File: config.mk
export PLATFORM = sky130hd
export DESIGN_NAME = sample_sequencer_device_flat
export DESIGN_NICKNAME = d
export VERILOG_FILES = /design/src/logic/seq_pkg.sv /design/src/logic/slot_link.sv /design/src/logic/sample_sequencer_device.sv /design/src/flat_wrapper.sv
export VERILOG_INCLUDE_DIRS = /design/src /design/src/logic
export SDC_FILE = /design/constraint.sdc
export NUM_CORES = 1
export LEC_CHECK = 0
export ABC_AREA = 1
export BUFFER_PORTS_ARGS = -buffer_cell sky130_fd_sc_hd__buf_2
export CAP_MARGIN = 20
export CORE_MARGIN = 4
export CORE_UTILIZATION = 35
export CTS_BUF_LIST = sky130_fd_sc_hd__clkbuf_2
export DETAILED_ROUTE_END_ITERATION = 10
export HOLD_SLACK_MARGIN = 0.1
export PLACE_DENSITY = 0.53
export SYNTH_ARGS = -nofsm -noshare
export SYNTH_HDL_FRONTEND = slang
export SYNTH_SLANG_ARGS = --single-unit
File: constraint.sdc
create_clock -name pclk -period 9.5 [get_ports pclk]
set_clock_uncertainty 0.05 [all_clocks]
set_input_delay 0 -clock pclk [delete_from_list [all_inputs] [get_ports pclk]]
set_output_delay 0 -clock pclk [all_outputs]
set_load 0.02 [all_outputs]
File: src/logic/seq_defines.svh
`ifndef SEQ_DEFINES_SVH
`define SEQ_DEFINES_SVH
// ======================================================================
// Clocking
`define CLK_HZ 100000000
`define TICK_HZ 32000
`define US_CYCLES (`CLK_HZ / 1000000)
`define TICK_CYCLES (`CLK_HZ / `TICK_HZ)
`define TRIM_MID 13'h0020
// ======================================================================
// Times in microseconds
`define FIRST_COMPUTE_US 16'h0044
`define SECOND_COMPUTE_US 16'h0014
`define MIN_SLEEP_US 16'h00de
`define LED_WIDTH_US 8'h03
// ======================================================================
// Device register offsets
`define REG_MODE 8'h10
`define REG_RATE 8'h12
`define REG_ROUTE 8'h14
`define REG_DELAY0 8'h30
`define REG_PULSE0 8'h31
`define REG_DELAY1 8'h35
`define REG_PULSE1 8'h36
`define REG_SYNC 8'h38
`define REG_TRIM 8'h4b
`define REG_PINS 8'h4f
// Storage indices
`define IDX_MODE 4'h0
`define IDX_RATE 4'h1
`define IDX_ROUTE 4'h2
`define IDX_DELAY0 4'h3
`define IDX_PULSE0 4'h4
`define IDX_DELAY1 4'h5
`define IDX_PULSE1 4'h6
`define IDX_SYNC 4'h7
`define IDX_TRIM 4'h8
`define IDX_PINS 4'h9
`define REG_COUNT 10
// ======================================================================
// Field values
`define MODE_STANDBY 2'h0
`define MODE_PROGRAM 2'h1
`define MODE_NORMAL 2'h2
`define ROUTE_SECOND_PD 4'h4
`define ROUTE_FIRST_PD 4'h5
`define SYNC_SEL_PIN0 2'h1
`define SYNC_SEL_PIN1 2'h2
`define SYNC_KEY 16'h4000
`define PIN0_BUF_BIT 1
`define PIN1_BUF_BIT 5
// ======================================================================
// Host APB map
`define HOST_CMD 8'h00
`define HOST_STATUS 8'h04
`define HOST_RDATA 8'h08
`define HOST_SYNC 8'h0c
`define CMD_READ_BIT 31
`endif

File: src/logic/seq_pkg.sv
package seq_pkg;
  typedef enum logic [2:0] {
    st_idle,
    st_sync_wait,
    st_delay,
    st_pulse,
    st_compute,
    st_sleep
  } seq_state_t;
  typedef enum logic [1:0] {
    hs_idle,
    hs_issue,
    hs_wait
  } host_state_t;
endpackage

File: src/logic/slot_link.sv
`timescale 1ns/100ps
interface slot_link;
  logic reg_wr;
  logic reg_rd;
  logic [7:0] reg_addr;
  logic [15:0] reg_wdata;
  logic [15:0] reg_rdata;
  logic reg_ack;
  logic general_pin_zero;
  logic general_pin_one;
  modport device (
    input reg_wr, reg_rd, reg_addr, reg_wdata, general_pin_zero, general_pin_one,
    output reg_rdata, reg_ack
  );
  modport host (
    output reg_wr, reg_rd, reg_addr, reg_wdata, general_pin_zero, general_pin_one,
    input reg_rdata, reg_ack
  );
endinterface

File: src/logic/sample_sequencer_device.sv
// Operation
// - First slot then second, never overlapping
// - Each slot uses its own settings
// - First slot time: delay plus count times spacing
// - Second slot time: delay plus count times spacing
// - Host keeps spacing above twice window plus 11
// - First slot delay field sets LED start
// - Second slot delay field sets LED start
// - First slot spacing field sets pulse interval
// - Second slot spacing field sets pulse interval
// - First slot compute interval 68 us
// - Second slot compute interval 20 us
// - Unused slot spends no time
// - Sleep at least 222 us between periods
// - Routing field per slot in routing register
// - Value 4 second photodiode, 5 first
// - Rate register and trim set timing
// - 32 kHz tick paces rate and transitions
// - Host keeps rate below timing limit
// - Selected pin rising edge starts period
// - Sync waits one to two ticks
// - Host follows sync enable procedure
// - Sync edges no faster than allowed rate
// - Mode field: standby, program, normal
//
// The APB slave port is this design's own decision.
`timescale 1ns/100ps
`include "seq_defines.svh"
module sample_sequencer_device (
  input wire logic pclk,
  input wire logic presetn,
  slot_link.device link,
  output logic led_drive,
  output logic [1:0] slot_busy,
  output logic chan1_first_pd,
  output logic chan1_second_pd,
  output logic capture_strobe,
  output logic capture_slot,
  output logic sample_start,
  output logic [1:0] op_state
);
  // ======================================================================
  // Register file
  logic [15:0] regs [`REG_COUNT];
  logic [4:0] hit_idx;
  logic reg_hit;
  logic [3:0] reg_idx;
  logic [1:0] mode;

  function automatic logic [4:0] decode(input logic [7:0] a);
    case (a)
      `REG_MODE: decode = {1'b1, `IDX_MODE};
      `REG_RATE: decode = {1'b1, `IDX_RATE};
      `REG_ROUTE: decode = {1'b1, `IDX_ROUTE};
      `REG_DELAY0: decode = {1'b1, `IDX_DELAY0};
      `REG_PULSE0: decode = {1'b1, `IDX_PULSE0};
      `REG_DELAY1: decode = {1'b1, `IDX_DELAY1};
      `REG_PULSE1: decode = {1'b1, `IDX_PULSE1};
      `REG_SYNC: decode = {1'b1, `IDX_SYNC};
      `REG_TRIM: decode = {1'b1, `IDX_TRIM};
      `REG_PINS: decode = {1'b1, `IDX_PINS};
      default: decode = 5'h00;
    endcase
  endfunction

  assign hit_idx = decode(link.reg_addr);
  assign reg_hit = hit_idx[4];
  assign reg_idx = hit_idx[3:0];
  assign mode = regs[`IDX_MODE][1:0];

  // Config may only change in program mode; mode itself is always writable
  // mode gating
  logic wr_ok;
  assign wr_ok = link.reg_wr && reg_hit &&
                 (reg_idx == `IDX_MODE || mode == `MODE_PROGRAM);

  always_ff @(posedge pclk or negedge presetn) begin
    if (!presetn) begin
      for (int i = 0; i < `REG_COUNT; i++) begin
        regs[i] <= 16'h0000;
      end
    end else if (wr_ok) begin
      regs[reg_idx] <= link.reg_wdata;
    end
  end

  always_ff @(posedge pclk or negedge presetn) begin
    if (!presetn) begin
      link.reg_ack <= 1'b0;
      link.reg_rdata <= 16'h0000;
    end else begin
      link.reg_ack <= link.reg_wr | link.reg_rd;
      link.reg_rdata <= (link.reg_rd && reg_hit) ? regs[reg_idx] : 16'h0000;
    end
  end

  // ======================================================================
  // Per-slot field selection
  // independent settings
  function automatic logic [7:0] slot_delay(input logic s);
    slot_delay = s ? regs[`IDX_DELAY1][7:0] : regs[`IDX_DELAY0][7:0];
  endfunction
  function automatic logic [7:0] slot_count(input logic s);
    slot_count = s ? regs[`IDX_PULSE1][15:8] : regs[`IDX_PULSE0][15:8];
  endfunction
  function automatic logic [7:0] slot_spacing(input logic s);
    slot_spacing = s ? regs[`IDX_PULSE1][7:0] : regs[`IDX_PULSE0][7:0];
  endfunction
  function automatic logic [3:0] slot_route(input logic s);
    slot_route = s ? regs[`IDX_ROUTE][11:8] : regs[`IDX_ROUTE][7:4];
  endfunction

  // ======================================================================
  // Time bases: microsecond tick and trimmed 32 kHz tick
  logic [6:0] us_cnt;
  logic us_tick;
  logic [12:0] tick_cnt;
  logic [12:0] tick_div;
  logic tick;
  logic next_start;
  // 32 kHz tick paces rate and states
  assign tick_div = 13'(`TICK_CYCLES) + {7'h00, regs[`IDX_TRIM][5:0]} - `TRIM_MID;
  assign us_tick = (us_cnt == 7'(`US_CYCLES - 1));
  assign tick = (tick_cnt >= tick_div - 13'h0001);

  always_ff @(posedge pclk or negedge presetn) begin
    if (!presetn) begin
      us_cnt <= 7'h00;
      tick_cnt <= 13'h0000;
    end else begin
      // Restart on period start so the LED delay is exact, not phase dependent
      us_cnt <= (us_tick || next_start) ? 7'h00 : us_cnt + 7'h01;
      tick_cnt <= tick ? 13'h0000 : tick_cnt + 13'h0001;
    end
  end

  // ======================================================================
  // Trigger sources
  logic [1:0] pin_meta;
  logic [1:0] pin_sync;
  logic [1:0] pin_prev;
  logic [15:0] period_cnt;
  logic [1:0] sync_sel;
  logic ext_mode;
  logic sync_edge;
  logic timer_fire;
  logic normal;
  assign normal = (mode == `MODE_NORMAL);
  assign sync_sel = regs[`IDX_PINS][3:2];
  assign ext_mode = (regs[`IDX_SYNC] == `SYNC_KEY) &&
    ((sync_sel == `SYNC_SEL_PIN0 && regs[`IDX_PINS][`PIN0_BUF_BIT]) ||
     (sync_sel == `SYNC_SEL_PIN1 && regs[`IDX_PINS][`PIN1_BUF_BIT]));
  assign sync_edge = ext_mode && (sync_sel == `SYNC_SEL_PIN0 ?
    (pin_sync[0] & ~pin_prev[0]) : (pin_sync[1] & ~pin_prev[1]));
  // rate register sets period in ticks
  assign timer_fire = normal && !ext_mode && tick && (period_cnt + 16'h0001 >= regs[`IDX_RATE]);

  always_ff @(posedge pclk or negedge presetn) begin
    if (!presetn) begin
      pin_meta <= 2'b00;
      pin_sync <= 2'b00;
      pin_prev <= 2'b00;
      period_cnt <= 16'h0000;
    end else begin
      pin_meta <= {link.general_pin_one, link.general_pin_zero};
      pin_sync <= pin_meta;
      pin_prev <= pin_sync;
      if (!normal || timer_fire) begin
        period_cnt <= 16'h0000;
      end else if (tick) begin
        period_cnt <= period_cnt + 16'h0001;
      end
    end
  end

  // ======================================================================
  // Sequencer
  seq_pkg::seq_state_t state, next_state;
  logic slot, next_slot;
  logic [15:0] cnt, next_cnt;
  logic [7:0] pulse_n, next_pulse_n;
  logic tick_seen, next_tick_seen;
  logic next_capture;
  logic used0, used1;
  logic [15:0] compute_us;
  logic cnt_done;
  logic [15:0] cnt_inc;

  // Zero pulse count marks a slot as unused
  assign used0 = (slot_count(1'b0) != 8'h00);
  assign used1 = (slot_count(1'b1) != 8'h00);
  assign compute_us = slot ? `SECOND_COMPUTE_US : `FIRST_COMPUTE_US;
  assign cnt_inc = cnt + 16'h0001;

  always_comb begin
    next_state = state;
    next_slot = slot;
    next_cnt = cnt;
    next_pulse_n = pulse_n;
    next_tick_seen = tick_seen;
    next_capture = 1'b0;
    next_start = 1'b0;
    cnt_done = 1'b0;
    case (state)
      seq_pkg::st_idle: begin
        next_cnt = 16'h0000;
        next_tick_seen = 1'b0;
        if (sync_edge) begin
          next_state = seq_pkg::st_sync_wait;
        end else if (timer_fire) begin
          next_start = 1'b1;
        end
      end
      // start on second tick after edge
      seq_pkg::st_sync_wait: begin
        if (tick) begin
          next_tick_seen = 1'b1;
          next_start = tick_seen;
        end
      end
      seq_pkg::st_delay: begin
        if (us_tick) begin
          next_cnt = cnt_inc;
          if (cnt_inc >= {8'h00, slot_delay(slot)}) begin
            next_state = seq_pkg::st_pulse;
            next_cnt = 16'h0000;
            next_pulse_n = 8'h00;
          end
        end
      end
      seq_pkg::st_pulse: begin
        if (us_tick) begin
          next_cnt = cnt_inc;
          if (cnt_inc >= {8'h00, slot_spacing(slot)}) begin
            next_cnt = 16'h0000;
            next_pulse_n = pulse_n + 8'h01;
            if (pulse_n + 8'h01 == slot_count(slot)) begin
              next_state = seq_pkg::st_compute;
            end
          end
        end
      end
      seq_pkg::st_compute: begin
        if (us_tick) begin
          next_cnt = cnt_inc;
          cnt_done = (cnt_inc >= compute_us);
        end
        // second slot follows, skipped if unused
        if (cnt_done) begin
          next_capture = 1'b1;
          next_cnt = 16'h0000;
          if (!slot && used1) begin
            next_slot = 1'b1;
            next_state = seq_pkg::st_delay;
          end else begin
            next_state = seq_pkg::st_sleep;
          end
        end
      end
      seq_pkg::st_sleep: begin
        if (us_tick) begin
          next_cnt = cnt_inc;
          if (cnt_inc >= `MIN_SLEEP_US) begin
            next_state = seq_pkg::st_idle;
          end
        end
      end
      default: next_state = seq_pkg::st_idle;
    endcase
    if (next_start) begin
      next_cnt = 16'h0000;
      next_slot = !used0;
      next_state = (used0 || used1) ? seq_pkg::st_delay : seq_pkg::st_sleep;
    end
    if (!normal) begin
      next_state = seq_pkg::st_idle;
      next_start = 1'b0;
      next_capture = 1'b0;
    end
  end

  always_ff @(posedge pclk or negedge presetn) begin
    if (!presetn) begin
      state <= seq_pkg::st_idle;
      slot <= 1'b0;
      cnt <= 16'h0000;
      pulse_n <= 8'h00;
      tick_seen <= 1'b0;
    end else begin
      state <= next_state;
      slot <= next_slot;
      cnt <= next_cnt;
      pulse_n <= next_pulse_n;
      tick_seen <= next_tick_seen;
    end
  end

  // ======================================================================
  // Registered outputs
  logic [3:0] route_now;
  logic slot_on;
  assign slot_on = (next_state == seq_pkg::st_delay || next_state == seq_pkg::st_pulse ||
                    next_state == seq_pkg::st_compute);
  assign route_now = slot_route(next_slot);

  always_ff @(posedge pclk or negedge presetn) begin
    if (!presetn) begin
      led_drive <= 1'b0;
      slot_busy <= 2'b00;
      chan1_first_pd <= 1'b0;
      chan1_second_pd <= 1'b0;
      capture_strobe <= 1'b0;
      capture_slot <= 1'b0;
      sample_start <= 1'b0;
      op_state <= `MODE_STANDBY;
    end else begin
      led_drive <= (next_state == seq_pkg::st_pulse) && (next_cnt < {8'h00, `LED_WIDTH_US});
      slot_busy <= slot_on ? (next_slot ? 2'b10 : 2'b01) : 2'b00;
      chan1_first_pd <= slot_on && (route_now == `ROUTE_FIRST_PD);
      chan1_second_pd <= slot_on && (route_now == `ROUTE_SECOND_PD);
      capture_strobe <= next_capture;
      capture_slot <= next_capture ? slot : capture_slot;
      sample_start <= next_start;
      op_state <= mode;
    end
  end
endmodule

File: src/flat_wrapper.sv
// flat-port wrapper written by rule: the top's interface ports become plain ports
module sample_sequencer_device_flat 
  (pclk, presetn, led_drive, slot_busy, chan1_first_pd, chan1_second_pd, capture_strobe, capture_slot, sample_start, op_state, link_reg_wr, link_reg_rd, link_reg_addr, link_reg_wdata, link_general_pin_zero, link_general_pin_one, link_reg_rdata, link_reg_ack);
  slot_link link_i ();
  input wire logic pclk;
  input wire logic presetn;
  output logic led_drive;
  output logic [1:0] slot_busy;
  output logic chan1_first_pd;
  output logic chan1_second_pd;
  output logic capture_strobe;
  output logic capture_slot;
  output logic sample_start;
  output logic [1:0] op_state;
  input wire logic [$bits(link_i.reg_wr)-1:0] link_reg_wr;
  input wire logic [$bits(link_i.reg_rd)-1:0] link_reg_rd;
  input wire logic [$bits(link_i.reg_addr)-1:0] link_reg_addr;
  input wire logic [$bits(link_i.reg_wdata)-1:0] link_reg_wdata;
  input wire logic [$bits(link_i.general_pin_zero)-1:0] link_general_pin_zero;
  input wire logic [$bits(link_i.general_pin_one)-1:0] link_general_pin_one;
  output wire logic [$bits(link_i.reg_rdata)-1:0] link_reg_rdata;
  output wire logic [$bits(link_i.reg_ack)-1:0] link_reg_ack;
  assign link_i.reg_wr = link_reg_wr;
  assign link_i.reg_rd = link_reg_rd;
  assign link_i.reg_addr = link_reg_addr;
  assign link_i.reg_wdata = link_reg_wdata;
  assign link_i.general_pin_zero = link_general_pin_zero;
  assign link_i.general_pin_one = link_general_pin_one;
  assign link_reg_rdata = link_i.reg_rdata;
  assign link_reg_ack = link_i.reg_ack;
  sample_sequencer_device u_core (.pclk(pclk), .presetn(presetn), .link(link_i), .led_drive(led_drive), .slot_busy(slot_busy), .chan1_first_pd(chan1_first_pd), .chan1_second_pd(chan1_second_pd), .capture_strobe(capture_strobe), .capture_slot(capture_slot), .sample_start(sample_start), .op_state(op_state));
endmodule
==> results of run 1 <==
critical path: stages, from the launching register on:
cell and delay [ns]:
dfrtp_1 0.40, inv_1 0.07, nor3_1 0.26, nand2_1 0.08, nor2_1 0.15, nand3_1 0.13, nor3_1 0.25, nand3_1 0.17
nor2_1 0.16, nand4_1 0.11, xor2_1 0.19, inv_1 0.06, ha_1 0.29, nand2_1 0.06, inv_1 0.05, nand3_1 0.08
nor3_1 0.20, nand3_1 0.11, nand3_1 0.14, nand3_1 0.09, nand2_1 0.48, inv_1 0.32, nand4_1 0.16, nand2_1 0.10
a21oi_1 0.32, nor2_1 0.08
through the flow:
stage	util, %	hold WS [ns]
final	40.2	0.232
after global routing	40.2	0.146
after CTS	40.1	0.113
after detailed placement	37.0	0.0631
after global placement	37.0	0.0627
after floorplan	-	-0.346
cells in the mapped netlist (3+ instances only):
library cell / instances
a211oi_1: 3
a21oi_1: 55
a22oi_1: 17
buf_1: 3
buf_2: 14
buf_4: 3
buf_6: 21
clkbuf_1: 25
clkinv_1: 3
dfrtp_1: 258
ha_1: 48
inv_1: 184
inv_2: 3
mux2i_1: 7
nand2_1: 430
nand2_2: 7
nand2_4: 4
nand3_1: 74
nand3_4: 5
nand3b_1: 3
nand4_1: 28
nor2_1: 177
nor2_2: 3
nor3_1: 25
nor4_1: 7
o211ai_1: 9
o21ai_0: 100
o21ai_1: 133
o21ai_2: 18
o221ai_1: 16
o22ai_1: 25
o31ai_1: 9
or2_2: 3
xnor2_1: 3
xor2_1: 26
layer usage:
layer  global-route usage (%)  vias to the layer above
li1                         -                     6210
met1                     26.5                     6019
met2                     29.9                      318
met3                     3.63                       72
met4                     6.35                        0
met5                        0                        -
flip-flops by register name, summed over array words and instances, names as in the netlist, 2 cells and up:
name and flops:
u_core.pin_prev 2, u_core.pin_sync 2, u_core.regs 158, u_core.period_cnt 16
u_core.pin_meta 2, u_core.mode 2, u_core.us_cnt 7, u_core.tick_cnt 13
u_core.pulse_n 8, u_core.op_state 2, u_core.slot_busy 2, u_core.cnt 16
u_core.state 3, u_core.link.reg_rdata 16
layout make-up:
class                           count  area share [%]
Inverter                          192            4.56
Multi-Input combinational cell   1257            40.9
Clock buffer                      100            3.12
Timing Repair Buffer              131            6.59
Antenna cell                        1          0.0156
Clock inverter                     20           0.507
Tap cell                          525            4.10
Sequential cell                   258            40.3
logic make-up (layout without fill, tap and decap cells):
| group | Yosys count | after routing | share of synthesized area, % |
|---|---|---|---|
| AND/OR/NAND/NOR | 774 | 774 | 23.4 |
| multiplexers | 7 | 7 | 0.494 |
| adder cells (fa/ha/maj) | 48 | 48 | 4.24 |
| buffers and inverters | 258 | 443 | 8.22 |
| AO/OA/AOI/OAI | 397 | 397 | 16.1 |
| other | 1 | 2 | 0.0265 |
| XOR/XNOR | 30 | 30 | 1.95 |
| flip-flops | 258 | 258 | 45.6 |
where the power goes:
group          total, mW  switching [mW]  internal (mW)  leakage (nW)
sequential          1.19          0.0365           1.15          3.54
clock              0.765           0.484          0.282         0.466
combinational      0.445           0.295          0.150          3.77
total               2.40           0.815           1.58          7.78
worst min path at each step:
stage	to	slack [ns]	cells past startpoint
after floorplan	u_core.capture_slot	-0.35	0
after global placement	u_core.pin_meta[1]	0.06	1
after detailed placement	u_core.pin_meta[1]	0.06	1
after CTS	u_core.link.reg_rdata[10]	0.11	6
after global routing	u_core.link.reg_rdata[10]	0.15	6
final	u_core.link.reg_rdata[10]	0.23	6
==> summary.md, run 1 <==
| Metric | Value |
|---|---|
| F_max | `0.215 GHz` |
| Clock transition at path regs | `0.09 ns` |
| Die H | `209 µm` |
| Vias in the first global route | `12400` |
| Initial Util | `35.5%` |
| Synth cell types | `52` |
| Synth top area share | `45.6%` |
| Global-route wire length before repair | `67300 µm` |
| Tcrit/Tclk final | `49.0%` |
| Tightest Pin Transition | `0.958 ns` |
| Fin area | `16000 µm²` |
| R2R Setup Slk | `4.85 ns` |
| IO Port Bufs | `56` |
| Synth area leader | `dfrtp_1` |
| GR Overflow Total | `0` |
| Non-Filler Instances | `2484` |
| # IOs | `57` |
| Post_cts resized | `0` |
| Largest net degree at the start of global routing | `147` |
| H-tree depth | `3` |
| Asr flop ratio synth | `100%` |
| Final Wtd Congestion | `0.869` |
| Tmin final | `4.65 ns` |
| First DRT Iteration DRCs | `803` |
| Max Cap Viol | `0` |
| Hold Crit Start | `link_reg_addr[1]` |
| Area contributors post-synth | `dfrtp_1 46%, nand2_1 11%, inv_1 4.9%` |
| Sequential-to-total area share from yosys stat | `45.6%` |
| Design Power | `2.40 mW` |
| Critical path launch point | `u_core.period_cnt[2]` |
| Syn_nets | `1851` |
| WL/cell | `16.9 µm` |
| Cell Area, Placed | `14800 µm²` |
| Die width | `209 µm` |
| Multi-input gate area | `6550 µm²` |
| Die area | `43800 µm²` |
| Setup crit end | `u_core.chan1_first_pd` |
| Worst VDD drop | `0.0750 mV` |
| Final #Nets | `1990` |
| Clock root cell | `clkbuf_2` |
| Static Leak | `7.78 nW` |
| Pwr dens | `149 nW/µm²` |
| Most common cell after layout, fill and taps aside | `nand2_1` |
| Via/cell ratio | `5.08` |
| Slew HR | `36.0%` |
| Seq cells post-synth | `258` |
| Worst setup margin | `4.85 ns` |
| Fraction of layout cells with a size suffix above 1 | `11.5%` |
| # fillers | `4081` |
| Crit path max fanout | `18` |
| Final Max Tran Viols | `0` |
| CTS Hold Bufs | `66` |
| Fin Setup TNS | `0 ns` |
| Cells after Synth | `1773` |
| Met3 WL | `2210 µm` |
| Post-synth EDFFs | `0` |
| Cells on worst reg2reg path | `25` |
| Top sig layer | `met4` |
| Core ar. | `39900 µm²` |
| WL met1 | `19500 µm` |
| Most frequent cells in the layout | `430 x nand2_1, 258 x dfrtp_1, 184 x inv_1` |
| YS warnings | `0` |
| Maximum clock insertion buffer count | `3` |
| Data required time at the worst endpoint | `10.21 ns` |
| RSZ-0062 raised after global routing | `no` |
| DRT antenna net count | `0` |
| Reg area | `6460 µm²` |
| Post-placement cell count | `2296` |
| Mean post-synth cell area | `7.99 µm²` |
| CTS tree | `done` |
| Crit Path Class | `register to register` |
| Top FF cell, synth | `dfrtp_1` |
| All-layer global routing usage | `19.0%` |
| CP Capture Type | `register` |
| Metal2 WL | `19100 µm` |
| Num rows | `73` |
| Post-route DRC | `0` |
| Clock sink total | `258` |
| Launch point of the worst reg-to-reg path | `u_core.period_cnt[2]` |
| CP arrival | `5.36 ns` |
| Setup bufs post-CTS | `0` |
| Startpoint Class | `register` |
| Worst-skew pair later-pin latency | `0.90 ns` |
| Area Growth Syn to Fin | `13.1%` |
| Total CTS buffers | `72` |
| Final WL | `41900 µm` |
| Routed vias | `12600` |
| Status | `finished clean` |
| Final setup fails | `0` |
| Netlist area before placement | `14200 µm²` |
| Hold Vio Cnt, Final | `0` |
| Initial antenna violation count | `1` |
| Min-delay worst type | `input port to register` |
| Pre-CTS setup slack | `4.85 ns` |
| Worst flop-to-flop path endpoint | `u_core.chan1_first_pd` |
| HPWL Detailed | `28200 µm` |
| Drt pass-1 iters | `5` |
No activity file was read; power rests on OpenSTA's default activity.
==> run 2, diff against run 1 <==
PLACE_DENSITY = 0.55   (was 0.53)
clock period = 4.1 ns   (was 9.5 ns; I/O delays follow)
==> run 2 against run 1 <==
Sequential power rose by 130%. Non-clock buffer count increased by 10. Sequential share of layout area fell by 0.47 points. Worst hold slack lost 0.066 ns. Register-to-register slack got worse by 4.6 ns.
==> summary.md, run 2 (same netlist as run 1, synthesis figures left out) <==
| Metric | Value |
|---|---|
| Tmin final | `3.87 ns` |
| H-tree depth | `3` |
| Most frequent cells in the layout | `428 x nand2_1, 258 x dfrtp_1, 183 x inv_1` |
| Max Cap Viol | `0` |
| GR Overflow Total | `0` |
| Die width | `209 µm` |
| GR Layer Usage met3 | `2.81%` |
| DRT antenna net count | `0` |
| Data required time at the worst endpoint | `4.79 ns` |
| Fraction of layout cells with a size suffix above 1 | `13.6%` |
| Post-route DRC | `0` |
| GR peak layer | `met2` |
| WL/cell | `16.6 µm` |
| Maximum clock insertion buffer count | `3` |
| Clock sink total | `258` |
| Top reg by flops | `u_core.regs` |
| Critical path launch point | `u_core.period_cnt[2]` |
| Via/cell ratio | `5.04` |
| Max reg flops | `158` |
| Setup crit end | `u_core.led_drive` |
| All-layer global routing usage | `18.7%` |
| Initial antenna violation count | `1` |
| Launch point of the worst reg-to-reg path | `u_core.period_cnt[2]` |
| R2R Setup Slk | `0.23 ns` |
| CTS tree | `done` |
| Status | `finished clean` |
| IO Port Bufs | `56` |
| Slew HR | `44.3%` |
| Largest net degree at the start of global routing | `109` |
| Pre-CTS setup slack | `0.0373 ns` |
| Num rows | `73` |
| Design Power | `5.70 mW` |
| First DRT Iteration DRCs | `821` |
| Final Wtd Congestion | `0.848` |
| Worst-skew pair later-pin latency | `0.87 ns` |
| Die H | `209 µm` |
| Routed vias | `12500` |
| Final Max Tran Viols | `0` |
| Startpoint Class | `register` |
| Die area | `43800 µm²` |
| Most common cell after layout, fill and taps aside | `nand2_1` |
| Worst flop-to-flop path endpoint | `u_core.led_drive` |
| Cells on worst reg2reg path | `26` |
| HPWL Detailed | `28300 µm` |
| Initial Util | `35.5%` |
| Final #Nets | `1998` |
| Clock transition at path regs | `0.10 ns` |
| Clock root cell | `clkbuf_2` |
| CP Capture Type | `register` |
| Static Leak | `7.89 nW` |
| Area Growth Syn to Fin | `14.5%` |
| Total CTS buffers | `70` |
| Crit Path Class | `register to register` |
| Tightest Pin Transition | `0.833 ns` |
| Pwr dens | `352 nW/µm²` |
| Worst VDD drop | `0.150 mV` |
| Final setup fails | `0` |
| Hold Vio Cnt, Final | `0` |
| Drt pass-1 iters | `5` |
| GR Util met1 | `26.2%` |
| # IOs | `57` |
| Worst setup margin | `0.229 ns` |
| Core ar. | `39900 µm²` |
| Tcrit/Tclk final | `94.4%` |
| Crit path max fanout | `6` |
| Final WL | `41300 µm` |
| Global-route wire length before repair | `67000 µm` |
| GR Util met2 | `30.1%` |
| F_max | `0.258 GHz` |
| Min-delay worst type | `input port to register` |
| CP arrival | `4.56 ns` |
| Vias in the first global route | `12500` |
==> run 2: critical path, stage by stage, from the launching register on <==
cell,delay [ns]
dfrtp_1,0.38
inv_1,0.07
nor3_2,0.22
nand2_1,0.10
nor2_2,0.14
nand3_2,0.12
nor3_4,0.25
nand3_2,0.12
nor2_2,0.14
nand4_1,0.10
xor2_1,0.21
inv_1,0.10
ha_4,0.27
nand2_1,0.06
inv_1,0.05
nand3_1,0.09
nor3_2,0.19
nand3_1,0.11
nand3_2,0.10
nand3_2,0.10
nand2_4,0.15
clkbuf_16,0.16
nor2_1,0.04
o21ai_1,0.15
nand2_1,0.06
nand3b_1,0.15
nor2_1,0.12
==> run 2: metrics by stage <==
step	cell area, µm²	util [%]	cells	hold WS, ns	TNS [ns]
2_1_floorplan	14200	-	1773	-0.346	0
3_3_place_gp	14800	37.2	2307	0.0656	0
3_5_place_dp	14800	37.2	2307	0.0593	0
4_1_cts	16000	40.2	2477	0.102	0
5_1_grt	16200	40.6	2488	0.160	-0.214
6_report	16200	40.6	2488	0.166	0
==> run 2: timing repair <==
action,4_1_cts,5_1_grt
hold buffers,56,0
pin swaps,0,14
hold endpoints to repair,437,0
buffers inserted,0,9
resized for setup,1,24
endpoints found under the setup margin,2,22
cloned,0,1
==> run 2: worst min path at each step <==
stage,from,end,slack (ns),depth (start not counted)
detailed placement,link_general_pin_zero,u_core.pin_meta[0],0.06,1
CTS,link_reg_wdata[13],u_core.regs[93],0.10,4
floorplan,presetn,u_core.capture_slot,-0.35,0
global route,link_reg_wdata[10],u_core.regs[74],0.16,4
global placement,presetn,u_core.us_cnt[4],0.07,1
finish,link_reg_wdata[10],u_core.regs[106],0.17,4
==> run 2: where the power goes <==
| part | internal, mW | total, mW | switching [mW] |
|---|---|---|---|
| Sequential | 2.66 | 2.78 | 0.120 |
| Combinational | 0.382 | 1.04 | 0.655 |
| Clock | 0.792 | 1.88 | 1.09 |
==> run 2: layout make-up <==
| cell class | count | area [µm²] |
|---|---|---|
| Antenna cell | 1 | 2.50 |
| Clock buffer | 105 | 526 |
| Clock inverter | 9 | 90.1 |
| Fill cell | 4136 | 23700 |
| Inverter | 192 | 733 |
| Multi-Input combinational cell | 1257 | 6640 |
| Sequential cell | 258 | 6460 |
| Tap cell | 525 | 657 |
| Timing Repair Buffer | 141 | 1120 |
==> run 2: per-layer routing <==
metal  routed length, µm  vias up
met4                 880        0
met5                   0        -
met3                1700       76
met2               19000      319
li1                    -     6217
met1               19700     5924
==> run 3, diff against run 2 <==
CORE_UTILIZATION = 41   (was 35)
PLACE_DENSITY = 0.62   (was 0.55)
==> run 3 against run 2 <==
Clock power decreased by 4%. Count of clock-buffer cells in the layout decreased by 13. Core utilization increased by 7.1 points. Non-clock buffer count increased by 4. Register-to-register slack improved by 0.07 ns. Largest power group unchanged. Combinational power about the same. Maximum frequency decreased by 1.5%. Routed wire length decreased by 4.0%.
==> summary.md, run 3 (same netlist as run 1, synthesis figures left out) <==
| Metric | Value |
|---|---|
| Core ar. | `33800 µm²` |
| Vias in the first global route | `12400` |
| First DRT Iteration DRCs | `1076` |
| Clock root cell | `clkbuf_2` |
| Routed vias | `12700` |
| Initial antenna violation count | `4` |
| Tmin final | `3.93 ns` |
| Largest net degree at the start of global routing | `109` |
| Fin area | `16100 µm²` |
| HPWL Detailed | `27100 µm` |
| Cell Area, Placed | `14700 µm²` |
| Most common cell after layout, fill and taps aside | `nand2_1` |
| Drt pass-1 iters | `6` |
| Die width | `194 µm` |
| Fraction of layout cells with a size suffix above 1 | `12.7%` |
| Data required time at the worst endpoint | `4.77 ns` |
| Hold Vio Cnt, Final | `0` |
| CP arrival | `4.60 ns` |
| CTS tree | `done` |
| RSZ-0062 raised after global routing | `yes` |
| Final Wtd Congestion | `0.872` |
| GR Overflow Total | `0` |
| DRT antenna net count | `0` |
| Final setup fails | `0` |
| Static Leak | `7.88 nW` |
| Largest stage delay, worst path | `0.77 ns` |
| WL/cell | `16.4 µm` |
| Crit Path Class | `input port to register` |
| Final WL | `39700 µm` |
| Most frequent cells in the layout | `428 x nand2_1, 258 x dfrtp_1, 183 x inv_1` |
| Final #Nets | `2002` |
| Worst-skew pair later-pin latency | `0.87 ns` |
| Startpoint Class | `input port` |
| H-tree depth | `3` |
| # IOs | `57` |
| Final Max Tran Viols | `0` |
| Slew HR | `46.8%` |
| All-layer global routing usage | `21.0%` |
| F_max | `0.255 GHz` |
| Min-delay worst type | `input port to register` |
| Total CTS buffers | `70` |
| Critical-path cell list | `dlygate4sd3_1 > buf_2 > nor4_1 > dlygate4sd3_1 > nand4_1 > nand2_2 > nor2_1 > nor2_2 > nand2_2 > nor2_8 > inv_4 > o21ai_2 > nand2_4 > inv_8 > nand3_4 > dlygate4sd3_1 > buf_8 > nand2_1 > o21ai_1` |
| IO Port Bufs | `56` |
| Final core utilization | `47.7%` |
| Initial Util | `41.9%` |
| Worst VDD drop | `0.211 mV` |
| CP Capture Type | `register` |
| CP dominant cell by count | `dlygate4sd3_1` |
| Max Cap Viol | `0` |
| Status | `finished clean` |
| Tightest Pin Transition | `0.798 ns` |
| Pwr dens | `347 nW/µm²` |
| Crit path max fanout | `28` |
| Post-route DRC | `0` |
| Die H | `194 µm` |
| Top reg by flops | `u_core.regs` |
| Area Growth Syn to Fin | `13.8%` |
| Via/cell ratio | `5.26` |
| Tcrit/Tclk final | `95.8%` |
| Worst path slowest cell | `dlygate4sd3_1` |
| Clock transition at path regs | `0.10 ns` |
| Die area | `37600 µm²` |
| Max reg flops | `158` |
| Num rows | `67` |
| Maximum clock insertion buffer count | `3` |
| Clock sink total | `258` |
| Global-route wire length before repair | `65300 µm` |
run 3: cell types whose count changed in the layout (fill, tap and decap cells not counted), moves of 2 or more:
| cell | change |
|---|---|
| dlygate4sd3_1 | +7 |
| o21ai_1 | -2 |
| o21ai_0 | +2 |
| buf_4 | -3 |
| nor2_2 | -2 |
| clkbuf_2 | -13 |
| clkinvlp_4 | +2 |
| clkinv_1 | +9 |
run 3: worst paths after layout:
check / start / cells past startpoint / endpoint / slack [ns]
hold reg to reg: u_core.pin_meta[1] / 0 / u_core.pin_sync[1] / 0.31
max in group asynchronous: presetn / 4 / u_core.regs[137] / 3.12
min in group asynchronous: presetn / 4 / u_core.cnt[2] / 0.23
setup / recovery: link_reg_addr[4] / 19 / u_core.regs[16] / 0.17
setup reg to reg: u_core.period_cnt[1] / 26 / u_core.chan1_second_pd / 0.30
hold / removal: link_reg_wdata[10] / 4 / u_core.regs[74] / 0.17
run 3: critical path: cells and delay by family:
kind	cells	cell delay, ns
buf+inv	7	2.69
simple gates	10	1.60
compound gates	2	0.29
run 3: per-layer routing:
metal	wire length, µm	share of wire, %	global-route usage, %
met3	2060	5.2	3.98
met4	1090	2.7	7.34
met1	18100	46	28.9
met2	18400	46	33.6
met5	44	0.11	0
run 3: power by group:
group	total, mW	switching (mW)	internal (mW)
combinational	1.01	0.645	0.366
clock	1.81	1.08	0.733
sequential	2.78	0.119	2.66
run 3: stage by stage:
stage / setup slack (ns) / setup TNS, ns / power, mW / std cells / hold WS (ns)
after floorplan: 0.436 / 0 / 3.45 / 1773 / -0.346
after global placement: 0.0862 / 0 / 3.75 / 2230 / -0.0815
after detailed placement: -0.0915 / -0.528 / 3.77 / 2230 / -0.0797
after CTS: 0.00785 / 0 / 5.64 / 2406 / 0.107
after global routing: -0.0810 / -0.212 / 5.96 / 2414 / 0.131
final: 0.171 / 0 / 5.60 / 2414 / 0.167
run 3: area by class of cell:
type / instances / area [µm²]
fill: 3339 / 17700
multi-input combinational: 1257 / 6610
tap: 448 / 561
sequential: 258 / 6460
antenna: 1 / 2.50
inverter: 192 / 731
timing repair buffer: 145 / 1160
clock inverter: 21 / 144
clock buffer: 92 / 460
run 3: timing repair:
item                                    4_1_cts  5_1_grt
pin swaps                                     0        6
setup buffers                                 0        6
resized for setup                             2       17
hold endpoints to repair                    437        0
hold buffers                                 63        0
endpoints found under the setup margin        8       35
